--- src/cidf_defines.vh ---
`ifndef CIDF_DEFINES_VH
`define CIDF_DEFINES_VH

// ==========================================================================
// register addresses, as carried by the read/write register commands
// ==========================================================================
`define CIDF_ADDR_W          8
`define CIDF_ID_BASE         8'h14
`define CIDF_ID_LAST         8'h2b
`define CIDF_ID_ENTRIES      24
`define CIDF_ADDR_FLAGS      8'h2c

// byte position inside each four-byte identifier group
`define CIDF_BYTE_STD_HIGH   2'h0
`define CIDF_BYTE_STD_LOW    2'h1
`define CIDF_BYTE_EXT_MID    2'h2
`define CIDF_BYTE_EXT_LOW    2'h3

// group numbers: mask, filter 0, filter 1, transmit identifiers 0 to 2
`define CIDF_GRP_MASK        3'h0
`define CIDF_GRP_FILT0       3'h1
`define CIDF_GRP_FILT1       3'h2
`define CIDF_GRP_TX0         3'h3

// ==========================================================================
// field layouts
// ==========================================================================
`define CIDF_STD_LOW_WMASK   8'heb
`define CIDF_MASK_EXT_WMASK  8'hf8
`define CIDF_FULL_WMASK      8'hff
`define CIDF_SIDL_SID_HI     7
`define CIDF_SIDL_SID_LO     5
`define CIDF_SIDL_FRAME_TYPE_SELECT      3
`define CIDF_SIDL_EID_HI     1
`define CIDF_SIDL_EID_LO     0
`define CIDF_SID3_POS        3
`define CIDF_LOW3_ZERO       3'h0
`define CIDF_LOW3_ONES       3'h7
`define CIDF_RESET_BYTE      8'h00

// ==========================================================================
// error flag register
// ==========================================================================
`define CIDF_FLG_STATE_CHG   7
`define CIDF_FLG_RX_OVF      6
`define CIDF_FLG_BUS_OFF     5
`define CIDF_FLG_TX_PASS     4
`define CIDF_FLG_RX_PASS     3
`define CIDF_FLG_TX_WARN     2
`define CIDF_FLG_RX_WARN     1
`define CIDF_FLG_ANY_WARN    0
`define CIDF_FLAGS_RESET     8'h00

// error counter thresholds
`define CIDF_TEC_W           9
`define CIDF_REC_W           8
`define CIDF_TEC_BUS_OFF     9'h100
`define CIDF_TEC_PASSIVE     9'h080
`define CIDF_TEC_WARNING     9'h060
`define CIDF_REC_PASSIVE     8'h80
`define CIDF_REC_WARNING     8'h60

`endif

--- src/cidf_id_filter_flags.v ---
`include "cidf_defines.vh"
`default_nettype none

module cidf_id_filter_flags (
  input  wire                     i_clk_sys,            // system clock, 25 MHz
  input  wire                     i_rst_n,              // asynchronous reset, active low
  // register command port
  input  wire [`CIDF_ADDR_W-1:0]  i_reg_addr,           // register address of the command
  input  wire                     i_reg_wr,             // write register strobe
  input  wire [7:0]               i_reg_wdata,          // write data
  input  wire                     i_reg_rd,             // read register strobe
  output reg  [7:0]               o_reg_rdata,          // read data, held until next read
  output reg                      o_reg_rvalid,         // one-cycle read answer pulse
  // option input
  input  wire                     i_message_type_option, // option bit: standard bit 3 ignored
  // received frame identifier
  input  wire                     i_rx_valid,           // one-cycle pulse: identifier present
  input  wire                     i_rx_ide,             // frame carries extended identifier
  input  wire [10:0]              i_rx_sid,             // standard identifier bits
  input  wire [17:0]              i_rx_eid,             // extended identifier bits
  output reg                      o_rx_done,            // one-cycle pulse: verdict ready
  output reg                      o_accept_info,        // accepted as information request
  output reg                      o_accept_input,       // accepted as input message
  // error counters and events
  input  wire [`CIDF_TEC_W-1:0]   i_tec,                // transmit error counter
  input  wire [`CIDF_REC_W-1:0]   i_rec,                // receive error counter
  input  wire                     i_rx_overflow,        // pulse: receive buffer overflow
  input  wire                     i_bus_recovered,      // pulse: bus recovery sequence done
  input  wire                     i_flags_ack,          // pulse: state change and overflow taken
  output reg  [7:0]               o_bus_error_flags,    // error flag register
  // transmit identifier low extended bytes
  output reg  [23:0]              o_tx_ident_ext_low    // three transmit bytes, tx0 lowest
);

  // ========================================================================
  // identifier register store
  // ========================================================================
  // twenty-four bytes in six groups of four: mask, filter 0, filter 1,
  // then the three transmit identifiers; each group is laid out as
  // standard high, standard low, extended mid and extended low.
  // the store is small enough to live in plain flip-flops, so every
  // byte is visible to the compare logic at once with no read port.
  reg  [7:0]  id_q [0:`CIDF_ID_ENTRIES-1];
  wire [7:0]  id_wmask [0:`CIDF_ID_ENTRIES-1];
  wire        id_hit;
  wire [7:0]  id_off;
  wire [4:0]  id_index;
  integer     k;

  // address decode: only the identifier window is writable; the flag
  // register and any unmapped address fall outside id_hit, so a write
  // there is dropped without touching the store
  assign id_hit   = (i_reg_addr >= `CIDF_ID_BASE) && (i_reg_addr <= `CIDF_ID_LAST);
  assign id_off   = i_reg_addr - `CIDF_ID_BASE;
  assign id_index = id_hit ? id_off[4:0] : 5'h00;

  // per-entry write mask keeps empty bits at zero
  // masking on the way in means the compare logic never sees a stray
  // one in an empty position; the mask's low three extended bits are
  // still zeroed a second time where the bytes are used
  genvar g;
  generate
    for (g = 0; g < `CIDF_ID_ENTRIES; g = g + 1)
    begin : g_wmask
      if (g % 4 == `CIDF_BYTE_STD_LOW)
      begin : g_std_low
        assign id_wmask[g] = `CIDF_STD_LOW_WMASK;
      end
      else if (g == `CIDF_BYTE_EXT_LOW)
      begin : g_mask_ext_low
        assign id_wmask[g] = `CIDF_MASK_EXT_WMASK;
      end
      else
      begin : g_full
        assign id_wmask[g] = `CIDF_FULL_WMASK;
      end
    end
  endgenerate

  // register writes from the write register command
  // a read and a write to the same byte in one cycle return the old
  // byte, as the read path samples the store before this edge lands
  always @(posedge i_clk_sys or negedge i_rst_n)
  begin
    if (!i_rst_n)
    begin
      for (k = 0; k < `CIDF_ID_ENTRIES; k = k + 1)
      begin
        id_q[k] <= `CIDF_RESET_BYTE;
      end
    end
    else if (i_reg_wr && id_hit)
    begin
      id_q[id_index] <= i_reg_wdata & id_wmask[id_index];
    end
  end

  // ========================================================================
  // effective acceptance mask
  // ========================================================================
  wire [10:0] msk_sid_cfg;
  wire [10:0] msk_sid;
  wire [17:0] msk_eid;
  wire        msk_frame_type_select;
  wire [7:0]  msk_sidh;
  wire [7:0]  msk_sidl;

  // the mask is shaped here once and shared by both filters, so the
  // option and frame-type overrides cannot drift between the two
  // compare paths; the override depends on the incoming frame's type,
  // which makes this part combinational on the received identifier

  assign msk_sidh    = id_q[{`CIDF_GRP_MASK, `CIDF_BYTE_STD_HIGH}];
  assign msk_sidl    = id_q[{`CIDF_GRP_MASK, `CIDF_BYTE_STD_LOW}];
  assign msk_frame_type_select   = msk_sidl[`CIDF_SIDL_FRAME_TYPE_SELECT];
  assign msk_sid_cfg = {msk_sidh, msk_sidl[`CIDF_SIDL_SID_HI:`CIDF_SIDL_SID_LO]};

  // standard bit 3 forced off by the option, low three bits by frame type
  assign msk_sid[10:4] = msk_sid_cfg[10:4];
  assign msk_sid[3]    = i_message_type_option ? 1'b0 : msk_sid_cfg[3];
  assign msk_sid[2:0]  = i_rx_ide ? msk_sid_cfg[2:0] : `CIDF_LOW3_ZERO;

  // low three extended bits never take part in the compare
  assign msk_eid = {msk_sidl[`CIDF_SIDL_EID_HI:`CIDF_SIDL_EID_LO],
                    id_q[{`CIDF_GRP_MASK, `CIDF_BYTE_EXT_MID}],
                    id_q[{`CIDF_GRP_MASK, `CIDF_BYTE_EXT_LOW}][7:3],
                    `CIDF_LOW3_ZERO};

  // ========================================================================
  // two acceptance filters
  // ========================================================================
  wire [1:0]  filt_hit;

  // filter 0 answers information requests and filter 1 input messages;
  // both are evaluated in parallel on the same identifier, and a frame
  // may hit both when their patterns overlap under the mask. the user
  // must keep the two patterns apart if one verdict per frame is wanted.
  generate
    for (g = 0; g < 2; g = g + 1)
    begin : g_filt
      localparam [2:0] GRP = `CIDF_GRP_FILT0 + g;
      wire [7:0]  f_sidh;
      wire [7:0]  f_sidl;
      wire        f_frame_type_select;
      wire [10:0] f_sid;
      wire [17:0] f_eid;
      wire [10:0] care_sid;
      wire [17:0] care_eid;
      wire        sid_ok;
      wire        eid_ok;
      wire        type_ok;

      assign f_sidh  = id_q[{GRP, `CIDF_BYTE_STD_HIGH}];
      assign f_sidl  = id_q[{GRP, `CIDF_BYTE_STD_LOW}];
      assign f_frame_type_select = f_sidl[`CIDF_SIDL_FRAME_TYPE_SELECT];
      assign f_sid   = {f_sidh, f_sidl[`CIDF_SIDL_SID_HI:`CIDF_SIDL_SID_LO]};
      assign f_eid   = {f_sidl[`CIDF_SIDL_EID_HI:`CIDF_SIDL_EID_LO],
                        id_q[{GRP, `CIDF_BYTE_EXT_MID}],
                        id_q[{GRP, `CIDF_BYTE_EXT_LOW}]};

      // bits that are compared: mask ones, less the filter's don't cares
      assign care_sid[10:4] = msk_sid[10:4];
      assign care_sid[3]    = msk_sid[3] & ~i_message_type_option;
      assign care_sid[2:0]  = msk_sid[2:0] &
                              (f_frame_type_select ? `CIDF_LOW3_ZERO : `CIDF_LOW3_ONES);
      assign care_eid       = {msk_eid[17:3], `CIDF_LOW3_ZERO};

      assign sid_ok  = ((i_rx_sid ^ f_sid) & care_sid) == 11'h000;
      // extended bits only exist in extended frames
      assign eid_ok  = !i_rx_ide || (((i_rx_eid ^ f_eid) & care_eid) == 18'h00000);
      // frame type compared only when the mask asks for it
      assign type_ok = !msk_frame_type_select || (i_rx_ide == f_frame_type_select);

      assign filt_hit[g] = sid_ok && eid_ok && type_ok;
    end
  endgenerate

  // verdict registered one cycle after the identifier
  // the accept bits hold between frames so a slow consumer can read
  // them late; only the done pulse marks a fresh verdict
  always @(posedge i_clk_sys or negedge i_rst_n)
  begin
    if (!i_rst_n)
    begin
      o_rx_done      <= 1'b0;
      o_accept_info  <= 1'b0;
      o_accept_input <= 1'b0;
    end
    else
    begin
      o_rx_done <= i_rx_valid;
      if (i_rx_valid)
      begin
        o_accept_info  <= filt_hit[0];
        o_accept_input <= filt_hit[1];
      end
    end
  end

  // ========================================================================
  // error flag register
  // ========================================================================
  wire        tx_warn;
  wire        rx_warn;
  wire        tx_pass;
  wire        rx_pass;
  wire        tx_off;
  wire [1:0]  err_state;
  reg  [1:0]  err_state_q;
  reg  [7:0]  flags_d;

  assign tx_off  = i_tec >= `CIDF_TEC_BUS_OFF;
  assign tx_pass = i_tec >= `CIDF_TEC_PASSIVE;
  assign rx_pass = i_rec >= `CIDF_REC_PASSIVE;
  assign tx_warn = i_tec >= `CIDF_TEC_WARNING;
  assign rx_warn = i_rec >= `CIDF_REC_WARNING;

  // thresholds are compared on the live counts every cycle, so the
  // count-derived bits carry no history; only the state change,
  // overflow and bus-off bits are sticky and need an explicit clear.
  // node state: 0 active, 1 passive, 2 bus off
  assign err_state = tx_off ? 2'h2 : ((tx_pass || rx_pass) ? 2'h1 : 2'h0);

  // next flag value; a set in the clearing cycle wins
  always @*
  begin
    flags_d = o_bus_error_flags;
    if (i_flags_ack)
    begin
      flags_d[`CIDF_FLG_STATE_CHG] = 1'b0;
      flags_d[`CIDF_FLG_RX_OVF]    = 1'b0;
    end
    if (err_state != err_state_q)
    begin
      flags_d[`CIDF_FLG_STATE_CHG] = 1'b1;
    end
    if (i_rx_overflow)
    begin
      flags_d[`CIDF_FLG_RX_OVF] = 1'b1;
    end
    if (i_bus_recovered)
    begin
      flags_d[`CIDF_FLG_BUS_OFF] = 1'b0;
    end
    if (tx_off)
    begin
      flags_d[`CIDF_FLG_BUS_OFF] = 1'b1;
    end
    flags_d[`CIDF_FLG_TX_PASS]  = tx_pass;
    flags_d[`CIDF_FLG_RX_PASS]  = rx_pass;
    flags_d[`CIDF_FLG_TX_WARN]  = tx_warn;
    flags_d[`CIDF_FLG_RX_WARN]  = rx_warn;
    flags_d[`CIDF_FLG_ANY_WARN] = tx_warn || rx_warn;
  end

  // flags refreshed every cycle
  // the previous state starts as active, so a node leaving reset with
  // counts already past a passive or bus-off threshold flags a state change at once
  always @(posedge i_clk_sys or negedge i_rst_n)
  begin
    if (!i_rst_n)
    begin
      o_bus_error_flags <= `CIDF_FLAGS_RESET;
      err_state_q       <= 2'h0;
    end
    else
    begin
      o_bus_error_flags <= flags_d;
      err_state_q       <= err_state;
    end
  end

  // ========================================================================
  // read path and transmit byte outputs
  // ========================================================================
  // read data is registered and held until the next read strobe, so the
  // answer stands beside the one-cycle valid pulse and after it; the
  // flag register is returned as it stood before the read edge
  always @(posedge i_clk_sys or negedge i_rst_n)
  begin
    if (!i_rst_n)
    begin
      o_reg_rdata  <= 8'h00;
      o_reg_rvalid <= 1'b0;
    end
    else
    begin
      o_reg_rvalid <= i_reg_rd;
      if (i_reg_rd)
      begin
        if (id_hit)
        begin
          o_reg_rdata <= id_q[id_index];
        end
        else if (i_reg_addr == `CIDF_ADDR_FLAGS)
        begin
          o_reg_rdata <= o_bus_error_flags;
        end
        else
        begin
          o_reg_rdata <= 8'h00;
        end
      end
    end
  end

  // transmit low extended bytes handed to message generation
  // these run one cycle behind the store; a message started in the
  // same cycle as a write still goes out with the old byte
  always @(posedge i_clk_sys or negedge i_rst_n)
  begin
    if (!i_rst_n)
    begin
      o_tx_ident_ext_low <= 24'h000000;
    end
    else
    begin
      o_tx_ident_ext_low <= {id_q[{`CIDF_GRP_TX0 + 3'h2, `CIDF_BYTE_EXT_LOW}],
                             id_q[{`CIDF_GRP_TX0 + 3'h1, `CIDF_BYTE_EXT_LOW}],
                             id_q[{`CIDF_GRP_TX0, `CIDF_BYTE_EXT_LOW}]};
    end
  end

endmodule

`default_nettype wire

--- config.mk ---
export PLATFORM = sky130hd
export DESIGN_NAME = cidf_id_filter_flags
export DESIGN_NICKNAME = d
export VERILOG_FILES = /design/src/cidf_id_filter_flags.v
export VERILOG_INCLUDE_DIRS = /design/src
export SDC_FILE = /design/constraint.sdc
export NUM_CORES = 1
export LEC_CHECK = 0
export BUFFER_PORTS_ARGS = -buffer_cell sky130_fd_sc_hd__buf_4
export CORE_UTILIZATION = 54
export DETAILED_ROUTE_END_ITERATION = 6
export GPL_TIMING_DRIVEN = 0
export PLACE_DENSITY_LB_ADDON = 0.08
export SETUP_SLACK_MARGIN = 0.2
export SYNTH_ARGS = -nofsm -noshare
export SYNTH_HDL_FRONTEND = slang
export SYNTH_SLANG_ARGS = --single-unit
--- constraint.sdc ---
create_clock -name i_clk_sys -period 1.85 [get_ports i_clk_sys]
set_clock_uncertainty 0.2 [all_clocks]
set_input_delay 0.37 -clock i_clk_sys [delete_from_list [all_inputs] [get_ports i_clk_sys]]
set_output_delay 0.37 -clock i_clk_sys [all_outputs]
set_load 0.03 [all_outputs]
[Yosys cells after proc, flatten, opt, wreduce, memory -nomap -nowiden]
Memory sizes are Yosys's and may differ from the RTL's.
Index checks and enable logic that the tools add are counted.
Cells by class
  add/subtract/negate cells: 1
  order comparisons: 9
  eq/ne operators: 4
  mux-type cells: 22
  bitwise gates (word level): 14
  reductions and logical operators: 22
Operators by type and width (number)
  192-bit bitwise mux: 1
  8-bit 2-to-1 mux: 7
  8-bit binary-select mux with 5-bit select: 1
  8-bit demux with 5-bit select: 1
  18-bit AND: 2
  18-bit zero test: 2
  18-bit bitwise XOR: 2
  11-bit AND: 2
  11-bit zero test: 2
  11-bit bitwise XOR: 2
  9-bit by 7-bit greater-or-equal comparator with 1-bit output, second input constant: 1
  9-bit by 8-bit greater-or-equal comparator with 1-bit output, second input constant: 1
  9-bit greater-or-equal comparator, second input constant: 1
  3-bit 2-to-1 mux: 3
  8-bit AND: 1
  8-bit by 6-bit == test with 1-bit output, second input constant: 1
  8-bit by 5-bit greater-or-equal comparator with 1-bit output, second input constant: 1
  8-bit by 7-bit greater-or-equal comparator with 1-bit output, second input constant: 1
  8-bit greater-or-equal comparator, second input constant: 1
  8-bit by 6-bit less-or-equal comparator with 1-bit output, second input constant: 1
  1-bit logical AND: 7
  3-bit AND: 2
  6-bit greater-or-equal comparator, second input constant: 1
  1-bit logical OR: 6
  12 further kinds: 22
Storage, ports and cells
  register bits: 238
  ROM bits: 256
  input port bits: 72
  output and inout bits: 44
  word-level logic and storage cells: 108
  memories: 1
Memory list
  (no name shown): words 32, width 8, read ports 1, clocked after memory_dff 0, wr ports 0, RTL line cidf_id_filter_flags.v:94  | id_q[id_index] <= i_reg_wdata & id_wmask[id_index];

[Longest topological paths before layout]
  depth after elaboration: 9
  mapped depth: 10
  gate-level depth less buffers: 8

[Worst setup path before layout]
No wires, ideal clock.
  kind: input -> register
  from: in i_reg_addr[2]
  to: reg o_reg_rdata[5]
  library setup time: 82 ps
  arrival time: 2753 ps
  data required time: 1568 ps
  setup slack: -1185 ps
  cell stages on the path: 8
  buffers on the path: 1
  path through: clkinv_1 -> ha_1 -> or3b_2 -> o211a_1 -> or4_4 -> buf_6 -> or4_1 -> a31oi_1
Between the ends
  word-level cells in the longest chain between the ends: 8
  elaborated cells between the ends (all ways): 12
  those cells by class: add/sub (1); order compare (2); eq/ne (1); mux (6); bitwise (1); reduce/logical (1)
RTL lines
  start: declaration: RTL line cidf_id_filter_flags.v:8  | input wire [`CIDF_ADDR_W-1:0] i_reg_addr,
  8-bit by 5-bit greater-or-equal comparator with 1-bit output (no source line) or 8-bit by 6-bit less-or-equal comparator with 1-bit output (tied branches)
  1-bit logical AND: RTL line cidf_id_filter_flags.v:53  | assign id_hit = (i_reg_addr >= `CIDF_ID_BASE) && (i_reg_addr <= `CIDF_ID_LAST);
  5-bit 2-to-1 mux: RTL line cidf_id_filter_flags.v:55  | assign id_index = id_hit ? id_off[4:0] : 5'h00;
  5-bit inverter with 6-bit output (not written as such): RTL line cidf_id_filter_flags.v:293  | o_reg_rdata <= id_q[id_index];
  8-bit binary-select mux with 5-bit select: RTL line cidf_id_filter_flags.v:293
  8-bit 2-to-1 mux (not written as such) (2 in series): RTL line cidf_id_filter_flags.v:293
  8-bit 2-to-1 mux (*): RTL line cidf_id_filter_flags.v:291  | if (id_hit)
  end signal: assignment: RTL line cidf_id_filter_flags.v:293
  end signal: assignment: RTL line cidf_id_filter_flags.v:297  | o_reg_rdata <= o_bus_error_flags;
  end: declaration: RTL line cidf_id_filter_flags.v:12  | output reg [7:0] o_reg_rdata,
Every way passes the cells marked *; elsewhere a longest branch is shown, timed or not. The select of a mux whose other input is x is not followed.
A chain may end at the register's enable or synchronous reset.

[Final worst setup path]
  from: in i_reg_addr[2]
  to: reg id_q[47] (netlist name)
Between the ends
  word-level cells in the longest chain between the ends: 9
  elaborated cells between the ends (all ways): 17
  those cells by class: add/sub (1); order compare (4); mux (6); bitwise (2); reduce/logical (3); memory (1)
RTL lines
  8-bit by 5-bit greater-or-equal comparator with 1-bit output (no source line) or 8-bit by 6-bit less-or-equal comparator with 1-bit output (tied branches)
  1-bit logical AND: RTL line cidf_id_filter_flags.v:53
  5-bit 2-to-1 mux: RTL line cidf_id_filter_flags.v:55
  5-bit inverter with 6-bit output (not written as such): RTL line cidf_id_filter_flags.v:94
  memory read 32 x 8 bit, or another cell as far along
  8-bit 2-to-1 mux (not written as such) or 1-bit logical AND (tied branches): RTL line cidf_id_filter_flags.v:94
  8-bit 2-to-1 mux (not written as such): RTL line cidf_id_filter_flags.v:94
  8-bit AND or 8-bit demux with 5-bit select (tied branches): RTL line cidf_id_filter_flags.v:94
  192-bit bitwise mux: RTL line cidf_id_filter_flags.v:94
  end signal: indexed assignment: RTL line cidf_id_filter_flags.v:89  | id_q[k] <= `CIDF_RESET_BYTE;
  end signal: indexed assignment: RTL line cidf_id_filter_flags.v:94
  end: declaration: RTL line cidf_id_filter_flags.v:43  | reg [7:0] id_q [0:`CIDF_ID_ENTRIES-1];
Several ways; a longest one is shown, not always the timed one. The select of a mux whose other input is x is not followed.

==> impl_metrics.prom <==
# TYPE chip_impl_metric gauge
chip_impl_metric{name="antenna_found_initial",unit=""} 0
chip_impl_metric{name="port_buffers",unit=""} 101
chip_impl_metric{name="detailedRoute.firstIterationViolations",unit=""} 1249
chip_impl_metric{name="worstSkewPairLatency",unit="ns"} 0.54
chip_impl_metric{name="grt_pass1_wl",unit="um"} 64400
chip_impl_metric{name="synth_cell_type_count",unit=""} 67
chip_impl_metric{name="drt-wirelength-per-cell",unit="um"} 30.8
chip_impl_metric{name="hpwlAfterDp",unit="um"} 27600
chip_impl_metric{name="ctsHtreeMaxLevel",unit=""} 1
chip_impl_metric{name="io_pins",unit=""} 116
chip_impl_metric{name="ir_worst_vdd",unit="mV"} 0.722
chip_impl_metric{name="drive_gt1_share",unit="%"} 51.7
chip_impl_metric{name="vias",unit=""} 10200
chip_impl_metric{name="grt_util_all_layers",unit="%"} 40.9
chip_impl_info{name="status",value="finished with violations"} 1
chip_impl_metric{name="seq_area_frac_synth",unit="%"} 52.3
chip_impl_metric{name="hold_ws",unit="ns"} -0.452
chip_impl_metric{name="nets",unit=""} 1304
chip_impl_metric{name="final.fill_count",unit=""} 1096
chip_impl_metric{name="timing.max_slew.rel_slack",unit="%"} 27.4
chip_impl_metric{name="drt_first_pass_iters",unit=""} 5
chip_impl_metric{name="layout.core_utilization",unit="%"} 82.9
chip_impl_info{name="dominantRegCellSynth",value="sky130_fd_sc_hd__dfrtp_1"} 1
chip_impl_info{name="rsz0062_at_grt",value="yes"} 1
chip_impl_info{name="timing.critical_path.from_type",value="primary input"} 1
chip_impl_metric{name="synth_nets",unit=""} 1013
chip_impl_metric{name="n_antenna_cell",unit=""} 0
chip_impl_metric{name="grt_start_max_net_pins",unit=""} 101
chip_impl_metric{name="synth.yosys.warnings",unit=""} 0
chip_impl_metric{name="min_period",unit="ns"} 2.35
chip_impl_metric{name="totalNegativeSetupSlack",unit="ns"} -73.59
chip_impl_metric{name="syn_avg_cell_area",unit="um^2"} 12.2
chip_impl_info{name="criticalPathCategory",value="primary input to register"} 1
chip_impl_metric{name="initial_utilization",unit="%"} 55.7
chip_impl_metric{name="flop_and_latch_count_out_of_synthesis",unit=""} 238
chip_impl_info{name="cts.root.buffer_cell",value="sky130_fd_sc_hd__clkbuf_16"} 1
chip_impl_metric{name="final_antenna_net_count",unit=""} 0
chip_impl_metric{name="clock.fmax",unit="MHz"} 426
chip_impl_metric{name="floorplan.rows",unit=""} 52
chip_impl_metric{name="drc",unit=""} 0
chip_impl_metric{name="cts_made_buffers",unit=""} 26
chip_impl_info{name="mostFrequentLayoutCell",value="sky130_fd_sc_hd__dfrtp_1"} 1
chip_impl_metric{name="setup_ws",unit="ns"} -0.500
chip_impl_metric{name="timing.final.max_slew_violations",unit=""} 0
chip_impl_metric{name="timing.reg2reg.setup_slack",unit="ns"} -0.29
chip_impl_metric{name="reg2regPathDepth",unit=""} 5
chip_impl_metric{name="clk_pin_slew_worst_paths",unit="ns"} 0.06
chip_impl_metric{name="vias_in_the_first_global_route",unit=""} 9976
chip_impl_info{name="crit_reg_reg_startpoint",value="id_q[44]"} 1
chip_impl_metric{name="synthArstFlopShare",unit="%"} 100
chip_impl_metric{name="tightest_pin_transition",unit="ns"} 1.09
chip_impl_metric{name="route.detailed.vias_per_inst",unit=""} 6.74
chip_impl_info{name="critPathCaptureType",value="register"} 1
chip_impl_metric{name="setup-violations-final",unit=""} 201
chip_impl_metric{name="postRouteWirelength",unit="um"} 46700
chip_impl_metric{name="max_capacitance_violation_count",unit=""} 0
chip_impl_info{name="commonest_non_fill_non_tap_cells_in_the_layout",value="236 x sky130_fd_sc_hd__dfrtp_1, 134 x sky130_fd_sc_hd__buf_4, 106 x sky130_fd_sc_hd__mux2_4, 74 x sky130_fd_sc_hd__buf_6, 70 x sky130_fd_sc_hd__mux2_2"} 1
chip_impl_metric{name="worst_ep_required_time",unit="ns"} 2.08
chip_impl_info{name="r2r_end",value="o_reg_rdata[4]"} 1
chip_impl_metric{name="arr_time_crit_path",unit="ns"} 2.58
chip_impl_metric{name="design.die.area",unit="um^2"} 21700
chip_impl_info{name="violations",value="hold timing, setup timing"} 1
chip_impl_info{name="min-delay-path-class",value="primary input to asynchronous set/reset pin"} 1
chip_impl_metric{name="syn-instance-count",unit=""} 937
chip_impl_metric{name="tritoncts_num_sinks",unit=""} 238
chip_impl_metric{name="die_h",unit="um"} 147
chip_impl_metric{name="power_density",unit="nW/um^2"} 743
chip_impl_metric{name="die_x",unit="um"} 147
chip_impl_metric{name="leakagePower",unit="nW"} 7.96
chip_impl_info{name="cts_tree",value="built"} 1
chip_impl_metric{name="gpl.final_weighted_congestion",unit=""} 1.02
chip_impl_metric{name="synthesis.area",unit="um^2"} 11400
chip_impl_metric{name="design.core.area",unit="um^2"} 20400
chip_impl_metric{name="final_hold_viol_count",unit=""} 63
chip_impl_metric{name="area_delta_synth_final",unit="%"} 48.7
chip_impl_metric{name="clk_path_buf_depth",unit=""} 3
chip_impl_metric{name="critical_path.max_fanout",unit=""} 5
chip_impl_metric{name="power",unit="mW"} 12.6
chip_impl_metric{name="final_min_period_over_clock_period",unit="%"} 127
chip_impl_metric{name="globalRouteOverflowTotal",unit=""} 0
chip_impl_metric{name="synth-edff-count",unit=""} 0
## sequential cells by signal, summed over array words and instances, names as in the netlist, 2 cells and up
name                cells
g_filt.f_eid           32
g_filt.f_sidl          16
msk_sidh                8
g_filt.care_eid        13
o_reg_rdata             8
err_state_q             2
id_q                   99
o_tx_ident_ext_low     24
g_filt.f_sidh          16
o_bus_error_flags       8
msk_sidl                8
## worst max-delay path by stage
| stage | startpoint | endpoint | slack [ns] | cells past startpoint |
|---|---|---|---|---|
| after CTS | i_reg_addr[1] | id_q[27] | -0.42 | 8 |
| final | i_reg_addr[2] | id_q[47] | -0.50 | 12 |
| after floorplan | i_reg_addr[5] | id_q[30] | -0.80 | 6 |
| after global placement | i_reg_addr[2] | msk_sidh[7] | -1.76 | 8 |
| after global routing | i_reg_addr[2] | id_q[47] | -0.51 | 12 |
| after detailed placement | i_reg_addr[2] | g_filt[0].f_sidl[0] | -1.73 | 11 |
## power by group
group	internal, mW	switching (mW)
logic	0.889	1.11
registers	5.37	0.202
clock network	2.79	2.21
total	9.05	3.53
## through the flow
step                instances  hold WS (ns)  setup slack, ns  instance area (um^2)
CTS                      1470        -0.424           -0.420                 16000
finish                   1517        -0.452           -0.500                 16900
detailed placement       1310         0.127            -1.73                 12800
global route             1517        -0.409           -0.511                 16900
floorplan                 937        -0.126           -0.800                 11700
global placement         1308         0.184            -1.76                 12800
## synthesized netlist by cell type (3+ instances only)
cell type	number	area [um^2]
sky130_fd_sc_hd__nor2b_1	17	106
sky130_fd_sc_hd__a21o_1	4	30.0
sky130_fd_sc_hd__clkbuf_1	44	165
sky130_fd_sc_hd__inv_1	16	60.1
sky130_fd_sc_hd__o21ai_0	27	135
sky130_fd_sc_hd__dfrtp_1	238	5960
sky130_fd_sc_hd__nor2_2	11	68.8
sky130_fd_sc_hd__a22oi_1	18	135
sky130_fd_sc_hd__nand4_1	10	62.6
sky130_fd_sc_hd__a211o_1	4	35.0
sky130_fd_sc_hd__buf_1	7	26.3
sky130_fd_sc_hd__nand3_1	28	140
sky130_fd_sc_hd__o221a_2	3	33.8
sky130_fd_sc_hd__a211oi_1	4	30.0
sky130_fd_sc_hd__and2_1	9	56.3
sky130_fd_sc_hd__nor3_1	5	25.0
sky130_fd_sc_hd__nor2_1	23	86.3
sky130_fd_sc_hd__and3_1	5	31.3
sky130_fd_sc_hd__a21boi_0	5	37.5
sky130_fd_sc_hd__mux2i_1	19	190
sky130_fd_sc_hd__ha_1	4	50.1
sky130_fd_sc_hd__or2_2	6	37.5
sky130_fd_sc_hd__o21a_1	3	22.5
sky130_fd_sc_hd__a21oi_1	20	100
sky130_fd_sc_hd__nand2_1	43	161
sky130_fd_sc_hd__o221ai_1	6	52.6
sky130_fd_sc_hd__a22o_1	7	61.3
sky130_fd_sc_hd__mux4_2	5	113
sky130_fd_sc_hd__o2111ai_1	3	26.3
sky130_fd_sc_hd__o31a_1	3	26.3
sky130_fd_sc_hd__nor4b_1	4	35.0
sky130_fd_sc_hd__a31oi_1	17	106
sky130_fd_sc_hd__a221oi_1	13	114
sky130_fd_sc_hd__xor2_1	54	473
sky130_fd_sc_hd__a222oi_1	7	70.1
sky130_fd_sc_hd__mux2_2	176	1980
sky130_fd_sc_hd__o211ai_1	11	82.6
sky130_fd_sc_hd__o22ai_1	10	62.6
sky130_fd_sc_hd__xnor2_1	4	35.0
sky130_fd_sc_hd__a2bb2oi_1	4	35.0
sky130_fd_sc_hd__or4_1	4	30.0
sky130_fd_sc_hd__a221o_1	3	30.0
sky130_fd_sc_hd__buf_2	4	20.0
## routing by layer
| layer | vias to the layer above | GRT usage (%) | share of wire [%] |
|---|---|---|---|
| met1 | 5138 | 55.2 | 38 |
| met2 | 776 | 60.8 | 44 |
| met5 | - | 0 | 0 |
| li1 | 4057 | - | - |
| met4 | 0 | 23.4 | 7.4 |
| met3 | 248 | 9.32 | 11 |
## kinds of logic (layout without fill, tap and decap cells)
family	after synthesis	count (layout)	synth area share, %
simple gates	178	179	8.38
xor+xnor	58	58	4.46
buf+inv	73	382	2.52
flops	238	238	52.3
compound gates	186	186	11.8
fa+ha+maj	4	4	0.439
mux	200	200	20.1
## area by class of cell
class	instances	area [um^2]	area share (%)
Sequential cell	238	5960	35.2
Buffer	56	604	3.57
Inverter	17	78.8	0.465
Clock inverter	13	77.6	0.458
Timing Repair Buffer	262	2740	16.2
Clock buffer	34	732	4.32
Tap cell	270	338	1.99
Multi-Input combinational cell	627	6410	37.8
## critical path, stage by stage
cell	delay (ns)
sky130_fd_sc_hd__buf_12	0.09
sky130_fd_sc_hd__clkinv_8	0.05
sky130_fd_sc_hd__ha_4	0.18
sky130_fd_sc_hd__nor3b_4	0.29
sky130_fd_sc_hd__o221ai_4	0.23
sky130_fd_sc_hd__buf_6	0.19
sky130_fd_sc_hd__nor3_4	0.15
sky130_fd_sc_hd__buf_6	0.13
sky130_fd_sc_hd__buf_6	0.12
sky130_fd_sc_hd__nand4_1	0.22
sky130_fd_sc_hd__buf_6	0.25
sky130_fd_sc_hd__mux2_4	0.29
## what timing repair did
action,4_1_cts,5_1_grt
setup buffers,85,41
pin swaps,65,52
gates resized for setup,286,139
gates cloned,11,6
setup endpoints to repair,221,224
hold buffers,17,1
hold endpoints to repair,90,61
Note: power is estimated with default switching activity, not from simulation.
